## src/rtl/cal_coeff_pkg.sv

```systemverilog
`default_nettype none
package cal_coeff_pkg;

    // ----------------------------------------------------------------
    // register byte addresses
    // ----------------------------------------------------------------
    localparam logic [31:0] ADDR_PRIM_OFFSET = 32'hFFFF0524;
    localparam logic [31:0] ADDR_AUX_OFFSET = 32'hFFFF0528;
    localparam logic [31:0] ADDR_PRIM_GAIN = 32'hFFFF052C;
    localparam logic [31:0] ADDR_MODE = 32'hFFFF0540;
    localparam logic [31:0] ADDR_STATUS = 32'hFFFF0544;

    // ----------------------------------------------------------------
    // field layout
    // ----------------------------------------------------------------
    localparam int COEF_W = 16;
    localparam int MODE_PRIM_LSB = 0;
    localparam int MODE_AUX_LSB = 4;
    localparam int MODE_EN_PRIM_BIT = 8;
    localparam int MODE_EN_AUX_BIT = 9;
    localparam int STAT_WROK_LSB = 0;
    localparam int STAT_BUSY_LSB = 2;

    // converter mode codes, two bits per converter
    localparam logic [1:0] MODE_IDLE = 2'h0;
    localparam logic [1:0] MODE_CONT = 2'h1;
    localparam logic [1:0] MODE_OFFS_CAL = 2'h2;
    localparam logic [1:0] MODE_GAIN_CAL = 2'h3;

    // ----------------------------------------------------------------
    // reset values and timing
    // ----------------------------------------------------------------
    localparam logic [15:0] COEF_RESET = 16'h0000;
    localparam logic [1:0] MODE_RESET = 2'h0;
    localparam int GAIN_FRAC = 15;
    localparam int CLK_PERIOD_NS = 40;
    localparam int IDLE_MIN_NS = 23000;
    localparam int IDLE_MIN_CYC = (IDLE_MIN_NS + CLK_PERIOD_NS - 1) / CLK_PERIOD_NS;
    localparam int IDLE_CNT_W = 10;
    localparam logic [IDLE_CNT_W-1:0] IDLE_MIN = IDLE_MIN_CYC[IDLE_CNT_W-1:0];

endpackage
`default_nettype wire
```

## src/rtl/adc_calibration_coeff_regs.sv

```systemverilog
// Notes on behaviour
// - aux offset holds 16 bits at 15:0
// - primary offset holds 16 bits at 15:0
// - aux offset loads factory value at power-on
// - aux offset calibration overwrites aux offset
// - primary gain scales every primary result
// - primary gain: factory load, calibration overwrite
// - software coefficient writes accepted only in idle; mode writes always accepted
//
// Chosen here: the address-and-strobe port.
`default_nettype none
module adc_calibration_coeff_regs
    import cal_coeff_pkg::*;
#(
    parameter int DATA_W = 24
) (
    // clock and reset
    input wire logic ref_clk,
    input wire logic rst,
    // register port
    input wire logic [31:0] addr,
    input wire logic [31:0] wdata,
    input wire logic wr_stb,
    input wire logic rd_stb,
    output logic [31:0] rdata,
    // factory trim values
    input wire logic [15:0] factory_prim_offset,
    input wire logic [15:0] factory_aux_offset,
    input wire logic [15:0] factory_prim_gain,
    // converter core control
    output logic prim_enable,
    output logic aux_enable,
    output logic [1:0] prim_mode,
    output logic [1:0] aux_mode,
    output logic prim_cal_start,
    output logic aux_cal_start,
    input wire logic prim_cal_done,
    input wire logic aux_cal_done,
    input wire logic [15:0] prim_cal_value,
    input wire logic [15:0] aux_cal_value,
    // coefficients to the converter path
    output logic [15:0] prim_offset_coef,
    output logic [15:0] aux_offset_coef,
    output logic [15:0] prim_gain_coef,
    // primary conversion path
    input wire logic [DATA_W-1:0] prim_raw,
    input wire logic prim_raw_valid,
    output logic [DATA_W-1:0] prim_result,
    output logic prim_result_valid
);

    // ----------------------------------------------------------------
    // parameter check
    // ----------------------------------------------------------------
    if (DATA_W < 17 || DATA_W > 32) begin : g_bad_width
        $error("DATA_W must lie between 17 and 32");
    end

    // ----------------------------------------------------------------
    // state and decode
    // ----------------------------------------------------------------
    logic load_factory;
    logic [1:0] conv_en;
    logic [1:0] conv_mode [2];
    logic [1:0] wr_ok;
    logic [1:0] cal_busy;
    logic [IDLE_CNT_W-1:0] idle_cnt [2];
    logic [1:0] cal_start;
    logic [1:0] cal_done;
    logic [31:0] rd_mux;

    wire sel_prim_off = addr == ADDR_PRIM_OFFSET;
    wire sel_aux_off = addr == ADDR_AUX_OFFSET;
    wire sel_gain = addr == ADDR_PRIM_GAIN;
    wire sel_mode = addr == ADDR_MODE;
    wire sel_status = addr == ADDR_STATUS;
    wire wr_mode = wr_stb && sel_mode;

    // hardware calibration results, by kind
    wire prim_offs_load = cal_done[0] && conv_mode[0] == MODE_OFFS_CAL;
    wire prim_gain_load = cal_done[0] && conv_mode[0] == MODE_GAIN_CAL;
    wire aux_offs_load = cal_done[1] && conv_mode[1] == MODE_OFFS_CAL;

    // software writes, gated by the per-converter idle qualifier
    wire sw_prim_off = wr_stb && sel_prim_off && wr_ok[0];
    wire sw_gain = wr_stb && sel_gain && wr_ok[0];
    wire sw_aux_off = wr_stb && sel_aux_off && wr_ok[1];

    // incoming mode fields as written by software
    wire [1:0][1:0] wr_mode_fld = {wdata[MODE_AUX_LSB +: 2], wdata[MODE_PRIM_LSB +: 2]};
    wire [1:0] wr_en_fld = {wdata[MODE_EN_AUX_BIT], wdata[MODE_EN_PRIM_BIT]};

    assign cal_done = {aux_cal_done, prim_cal_done};

    // ----------------------------------------------------------------
    // factory load one edge after reset release
    // ----------------------------------------------------------------
    // the trim inputs are caught by a clock edge, never by the reset itself
    always_ff @(posedge ref_clk or posedge rst) begin
        if (rst) begin
            load_factory <= 1'b1;
        end else begin
            load_factory <= 1'b0;
        end
    end

    // ----------------------------------------------------------------
    // per-converter mode, idle timer and calibration start
    // ----------------------------------------------------------------
    for (genvar ch = 0; ch < 2; ch++) begin : g_conv
        wire in_idle = conv_en[ch] && conv_mode[ch] == MODE_IDLE;
        wire is_cal = conv_mode[ch] == MODE_OFFS_CAL || conv_mode[ch] == MODE_GAIN_CAL;
        wire wr_cal = wr_mode && wr_en_fld[ch] && wr_mode_fld[ch][1];

        // software wins over the hardware return to idle in the same edge
        always_ff @(posedge ref_clk or posedge rst) begin
            if (rst) begin
                conv_en[ch] <= 1'b0;
                conv_mode[ch] <= MODE_RESET;
            end else if (wr_mode) begin
                conv_en[ch] <= wr_en_fld[ch];
                conv_mode[ch] <= wr_mode_fld[ch];
            end else if (cal_done[ch] && is_cal) begin
                conv_mode[ch] <= MODE_IDLE;
            end
        end

        // saturating count of edges spent enabled and idle
        always_ff @(posedge ref_clk or posedge rst) begin
            if (rst) begin
                idle_cnt[ch] <= '0;
            end else if (!in_idle) begin
                idle_cnt[ch] <= '0;
            end else if (idle_cnt[ch] != IDLE_MIN) begin
                idle_cnt[ch] <= idle_cnt[ch] + 1'b1;
            end
        end

        // one-cycle start request to the converter core
        always_ff @(posedge ref_clk or posedge rst) begin
            if (rst) begin
                cal_start[ch] <= 1'b0;
            end else begin
                cal_start[ch] <= wr_cal;
            end
        end

        assign wr_ok[ch] = in_idle && idle_cnt[ch] == IDLE_MIN;
        assign cal_busy[ch] = is_cal;
    end

    assign prim_enable = conv_en[0];
    assign aux_enable = conv_en[1];
    assign prim_mode = conv_mode[0];
    assign aux_mode = conv_mode[1];
    assign prim_cal_start = cal_start[0];
    assign aux_cal_start = cal_start[1];

    // ----------------------------------------------------------------
    // coefficient registers
    // ----------------------------------------------------------------
    // primary offset: factory, calibration result, or accepted write
    always_ff @(posedge ref_clk or posedge rst) begin
        if (rst) begin
            prim_offset_coef <= COEF_RESET;
        end else if (load_factory) begin
            prim_offset_coef <= factory_prim_offset;
        end else if (prim_offs_load) begin
            prim_offset_coef <= prim_cal_value;
        end else if (sw_prim_off) begin
            prim_offset_coef <= wdata[COEF_W-1:0];
        end
    end

    // auxiliary offset
    always_ff @(posedge ref_clk or posedge rst) begin
        if (rst) begin
            aux_offset_coef <= COEF_RESET;
        end else if (load_factory) begin
            aux_offset_coef <= factory_aux_offset;
        end else if (aux_offs_load) begin
            aux_offset_coef <= aux_cal_value;
        end else if (sw_aux_off) begin
            aux_offset_coef <= wdata[COEF_W-1:0];
        end
    end

    // primary gain
    always_ff @(posedge ref_clk or posedge rst) begin
        if (rst) begin
            prim_gain_coef <= COEF_RESET;
        end else if (load_factory) begin
            prim_gain_coef <= factory_prim_gain;
        end else if (prim_gain_load) begin
            prim_gain_coef <= prim_cal_value;
        end else if (sw_gain) begin
            prim_gain_coef <= wdata[COEF_W-1:0];
        end
    end

    // ----------------------------------------------------------------
    // primary result correction
    // ----------------------------------------------------------------
    // gain 0x8000 is unity; the product is truncated, not saturated
    logic signed [DATA_W:0] corr_diff;
    logic signed [DATA_W+COEF_W+1:0] corr_prod;

    assign corr_diff = $signed({prim_raw[DATA_W-1], prim_raw})
        - $signed({{(DATA_W+1-COEF_W){prim_offset_coef[COEF_W-1]}}, prim_offset_coef});
    assign corr_prod = corr_diff * $signed({1'b0, prim_gain_coef});

    always_ff @(posedge ref_clk or posedge rst) begin
        if (rst) begin
            prim_result <= '0;
            prim_result_valid <= 1'b0;
        end else begin
            prim_result_valid <= prim_raw_valid;
            if (prim_raw_valid) begin
                prim_result <= corr_prod[DATA_W-1+GAIN_FRAC:GAIN_FRAC];
            end
        end
    end

    // ----------------------------------------------------------------
    // read path
    // ----------------------------------------------------------------
    // unmapped addresses read as zero; upper bits of coefficients read zero
    assign rd_mux = sel_prim_off ? {16'h0000, prim_offset_coef}
        : sel_aux_off ? {16'h0000, aux_offset_coef}
        : sel_gain ? {16'h0000, prim_gain_coef}
        : sel_mode ? {22'h0, conv_en, 2'h0, conv_mode[1], 2'h0, conv_mode[0]}
        : sel_status ? {28'h0000000, cal_busy, wr_ok}
        : 32'h00000000;

    // data stand only in the cycle after the strobe
    always_ff @(posedge ref_clk or posedge rst) begin
        if (rst) begin
            rdata <= 32'h00000000;
        end else begin
            rdata <= rd_stb ? rd_mux : 32'h00000000;
        end
    end
endmodule
`default_nettype wire

```

## config.mk

```make
export PLATFORM = sky130hd
export DESIGN_NAME = adc_calibration_coeff_regs
export DESIGN_NICKNAME = d
export VERILOG_FILES = /design/src/rtl/cal_coeff_pkg.sv /design/src/rtl/adc_calibration_coeff_regs.sv
export SDC_FILE = /design/constraint.sdc
export NUM_CORES = 1
export LEC_CHECK = 0
export BUFFER_PORTS_ARGS = -buffer_cell sky130_fd_sc_hd__buf_4
export CAP_MARGIN = 10
export CORE_MARGIN = 2
export CORE_UTILIZATION = 40
export CTS_BUF_LIST = sky130_fd_sc_hd__clkbuf_4
export CTS_CLUSTER_DIAMETER = 120
export DETAILED_ROUTE_END_ITERATION = 12
export GPL_ROUTABILITY_DRIVEN = 0
export GPL_TIMING_DRIVEN = 0
export SYNTH_ARGS = -nofsm -noshare
export SYNTH_HDL_FRONTEND = slang
export SYNTH_SLANG_ARGS = --single-unit
```

## constraint.sdc

```tcl
create_clock -name ref_clk -period 19.3 [get_ports ref_clk]
set_input_delay 1.93 -clock ref_clk [delete_from_list [all_inputs] [get_ports ref_clk]]
set_output_delay 1.93 -clock ref_clk [all_outputs]
set_load 0.1 [all_outputs]
```

**After elaboration in Yosys (flattened, before gate mapping)**

Index checks and enable logic that the tools add are counted.

- Add/sub/neg operators: 3
- Multiply operators: 1
- Equal/unequal tests: 15
- Mux-type cells: 23
- Reductions and logical operators: 29

Operators with widths:

| kind | number |
|---|---|
| $mux W16 | 13 |
| $eq A32 B32 Y1 const B | 5 |
| $mux W10 | 5 |
| $mul A25 B17 Y39 | 1 |
| $sub A24 B16 Y25 | 1 |
| $add A10 B1 Y10 const B | 2 |
| $eq A10 B10 Y1 const B | 2 |
| $logic_and A1 B1 Y1 | 20 |
| $ne A10 B10 Y1 const B | 2 |
| $reduce_bool A3 Y1 | 3 |
| $eq A2 B2 Y1 const B | 4 |
| $mux W2 | 4 |
| $logic_not A2 Y1 | 2 |
| $mux W4 | 1 |
| $ne A2 B1 Y1 const B | 2 |
| $reduce_bool A2 Y1 | 2 |
| $logic_or A1 B1 Y1 | 2 |

- Bits in registers: 118
- Input port bits: 175
- Output and inout bits: 113

**Depth between registers and ports, before layout**

- Word-level depth: 9
- Depth in mapped cells: 35
- Depth with buffers taken out: 34

**Worst setup path before layout**

Ideal clock, no wire load.

- Kind: input to register
- Start point: input port prim_raw[0]
- End point: register prim_result[23]
- Arrival: 9.544 ns
- Setup slack: 9.630 ns
- Cell stages on the path: 33
- Path buffers: 2
- Path through: inv_1 ha_1 fa_1 nor2b_1 o31a_1 o221ai_1 a2111oi_0 o21ai_1 a21boi_0 o21a_1 or3_1 clkbuf_1 clkbuf_1 nand3_1 fa_1 fa_1 fa_1 inv_1 fa_1 fa_1 inv_1 fa_1 inv_1 ha_1 a21o_1 a21oi_1 o211ai_1 a221o_1 a21oi_1 a21oi_1 nor3_1 xnor3_1 mux2_2

- Cells in the longest elaborated chain, start to end: 2

Ends and longest elaborated chain:

| element | line | RTL |
|---|---|---|
| start: declaration | adc_calibration_coeff_regs.sv:46 | `input wire logic [DATA_W-1:0] prim_raw,` |
| $sub A24 B16 Y25 | adc_calibration_coeff_regs.sv:209 | `- $signed({{(DATA_W+1-COEF_W){prim_offset_coef[COEF_W-1]}}, prim_offset_coef});` |
| $mul A25 B17 Y39 | adc_calibration_coeff_regs.sv:210 | `assign corr_prod = corr_diff * $signed({1'b0, prim_gain_coef});` |
| end signal: assignment | adc_calibration_coeff_regs.sv:219 | `prim_result <= corr_prod[DATA_W-1+GAIN_FRAC:GAIN_FRAC];` |
| end: declaration | adc_calibration_coeff_regs.sv:48 | `output logic [DATA_W-1:0] prim_result,` |

Every way passes these cells.
A chain may end at the register's enable or synchronous reset.

**Final worst setup path**

- Start point: input port prim_raw[0]
- End point: register prim_result[22]

The elaborated chain is that of the path after synthesis.

==> impl_summary.md <==
Status
The run finished with clean final reports.

Route
The routed length per instance is 21.65 microns. The final antenna-violating net count is 0. The first detailed-routing pass took 6 iterations.

The total number of vias is 18730. After detailed routing, the number of vias per cell comes to 5.487. The total wirelength of the detailed-routed design is 73910 microns. For this run, design rule violations remaining after detail routing come to 0. The number of DRC markers in iteration 0 is 1633.

Final layout
The area added between synthesis and finish is 15.13%. The net count of the finished layout is 3367. Summing all non-filler instances in the final layout gives an area of 0.02477 sq mm. Once layout is complete, the utilization of the core stands at 46.30%.

The ratio of cells with drive above 1 in the final layout is 13.81%.

Setup path
The reg-to-reg critical path startpoint is prim_offset_coef[0]. STA classifies the critical path startpoint as an input pin. The signal arrival time at the worst endpoint is 11650 ps.

The type of destination of the critical path is a register. The source of the critical timing path is prim_raw[0]. On the worst path, the slowest cell contributes a delay of 720 ps. At the worst endpoint, the required time is 19780 ps. The path type of the worst setup path is in2reg. For this design, the slowest cell found on the critical path is sky130_fd_sc_hd__a2111oi_0. The dominant cell type by count on the critical path is sky130_fd_sc_hd__fa_1. Of all nets on the critical path, the largest fanout is 10.

Clock tree
The number of hold buffers added after CTS was 0. CTS saw 118 sinks. Gates resized during post-CTS repair numbered 0.

TritonCTS created 17 clock buffers. The number of buffers inserted to repair setup after CTS is 0. The latest clock arrival within the worst-skew pair is 640 ps. The longest clock path from root to sink contains 2 buffers.

The clock edge transition at the registers on the reported setup and hold paths is 130 ps. The root buffer cell chosen for the clock tree is sky130_fd_sc_hd__clkbuf_4. The H-tree was split into 4 levels. TritonCTS built the clock tree.

Synthesis
Counting instances in the post-synthesis netlist gives the leading cell types as 479 x sky130_fd_sc_hd__inv_1, 370 x sky130_fd_sc_hd__fa_1, 307 x sky130_fd_sc_hd__nand2_1. By area the synthesized netlist is led by sky130_fd_sc_hd__fa_1 34%, sky130_fd_sc_hd__dfrtp_1 14%, sky130_fd_sc_hd__inv_1 8.4%. The most used flip-flop cell after synthesis is sky130_fd_sc_hd__dfrtp_1. In this run, distinct cell masters in the synthesized netlist total 80. The Yosys warning count is 0. Yosys instantiated no cell more often than sky130_fd_sc_hd__inv_1. The share of the Yosys chip area taken by registers is 13.73%. Each instance of the synthesized netlist takes up on average 8.927 sq um.

The multiplexer area fraction after synthesis is 4.693%. The fraction of the mapped netlist area in compound gates is 9.642%. Counting every instance in the synthesized netlist gives 2410. The simple-gate share of the synthesized area is 16.75%. The post-synthesis share of cell area spent on full adders, half adders and majority gates is 41.41%. The synthesized design devotes to its leading area cell type 34.43% of total area. The async set-reset flop share out of synthesis is 100.0%. Counting flops with a built-in enable in the synthesized netlist gives 0. The synthesized netlist occupies a cell area of 0.02151 sq mm.

The largest total area in the synthesized netlist belongs to sky130_fd_sc_hd__fa_1. The number of synthesized register bits is 118. By area, the combinational part of the netlist is dominated by adder cells. The synthesized netlist devotes 2.384% of its cell area to XOR and XNOR gates.

Global routing
The number of antenna violations at the first check in global routing is 5. The maximum number of pins on one net before global-route repair is 93. The first global-routing pass estimated 115100 microns of wire.

The number of global-route vias before repair is 19520. Summed over all layers, the global routing overflow is 0. Global routing consumed, over all layers together, 27.34% of the routing resources.

STA
The final max-slew violation count is 0. Dividing the final minimum period by the clock period gives 57.90%. The clock period minus final worst setup slack is 11180 ps. The relative slew slack is 19.53%.

Across the routed clock network, the largest skew measured is 39.61 ps. Setup repair after global routing left no endpoint under its margin. The count of endpoints failing hold in the final timing report is 0. At the pin with the least slew margin, the transition time is 1207 ps. The setup TNS is 0 ps. The worst-case hold slack is 500.6 ps. The maximum clock rate is 89.48 MHz.

The number of setup violations in the final report is 0.

Die
The standard cell core area is 0.05350 sq mm. The floorplan step defined a die boundary enclosing 0.05566 sq mm. The starting utilization of the core area is 40.22%. Pin placement for this block handled 288 I/O pins.

The floorplan has 85 rows. In this run the vertical extent of the chip is 235.9 microns. Measured along the x axis, the die boundary spans 235.9 microns.

Placement
Buffers placed on the I/O ports in this run total 255. Once detailed placement completed, the half-perimeter wirelength came to 61570 microns. The placed instance area is 0.02439 sq mm.

Worst hold path
The worst hold path begins at prim_result[21]. The worst hold path belongs to the class reg2reg.

Job
Max-cap violations in this run came to 0.
==> metrics by stage <==
stage	setup WS (ps)	std cells
after floorplan	9630	2426
final	8125	3414
after global routing	7944	3413
after CTS	8104	3410
after detailed placement	7399	3378
after global placement	7496	3377
==> layout by cell type (no fill, tap or decap), types with 63 or more instances in the layout <==
cell and instances:
sky130_fd_sc_hd__o21ai_0 78, sky130_fd_sc_hd__nor2_1 63, sky130_fd_sc_hd__fa_1 370, sky130_fd_sc_hd__inv_1 478, sky130_fd_sc_hd__ha_1 120, sky130_fd_sc_hd__dfrtp_1 117
sky130_fd_sc_hd__clkbuf_1 118, sky130_fd_sc_hd__nand2_1 307, sky130_fd_sc_hd__and2_1 110, sky130_fd_sc_hd__buf_4 275
==> registers in the layout (all words and copies together), names as in the netlist <==
| register | count |
|---|---|
| prim_result | 24 |
| aux_offset_coef | 16 |
| rdata | 16 |
| aux_cal_start | 1 |
| prim_result_valid | 1 |
| aux_mode | 2 |
| prim_enable | 1 |
| prim_mode | 2 |
| prim_offset_coef | 16 |
| prim_cal_start | 1 |
| prim_gain_coef | 16 |
| load_factory | 1 |
| aux_enable | 1 |
| idle_cnt | 20 |
==> routing by layer <==
| layer | up-vias | wire, microns | global-route usage [%] |
|---|---|---|---|
| met3 | 169 | 5583 | 4.096 |
| met2 | 860 | 34660 | 44.44 |
| li1 | 8170 | - | - |
| met1 | 9531 | 30370 | 36.48 |
| met4 | 4 | 3220 | 11.58 |
| met5 | - | 82 | 0 |
==> critical path, delay by kind of cell <==
family,cells,cell delay (ps)
compound gates,12,3470
xor+xnor,1,540
fa+ha+maj,9,4000
buf+inv,7,1200
simple gates,3,500
==> logic make-up after synthesis <==
kind of cell / after synthesis
flops: 118
simple gates: 719
buf+inv: 628
other cells: 1
compound gates: 301
mux: 96
fa+ha+maj: 490
xor+xnor: 57
==> path summary, 6_finish.rpt <==
path / endpoint / slack (ps) / cells past startpoint
hold / removal: prim_result[21] / 500 / 1
max in group asynchronous: load_factory / 17260 / 3
setup / recovery: prim_result[22] / 8120 / 32
min in group asynchronous: aux_offset_coef[7] / 1250 / 2
setup reg to reg: prim_result[22] / 9090 / 30
hold reg to reg: prim_result[21] / 500 / 1
==> layout make-up <==
class / instances / area [sq um]
diodes: 3 / 7.507
clock inverters: 14 / 221.5
flip-flops and latches: 118 / 2954
plain buffers: 149 / 648.1
fillers: 5278 / 28730
repair buffers: 257 / 1954
inverters: 479 / 1803
multi-input cells: 1680 / 16170
well taps: 696 / 870.8
clock buffers: 18 / 135.1
Power is not shown: default switching activity piles up to over one toggle a cycle in this logic, so the estimate is an artifact.
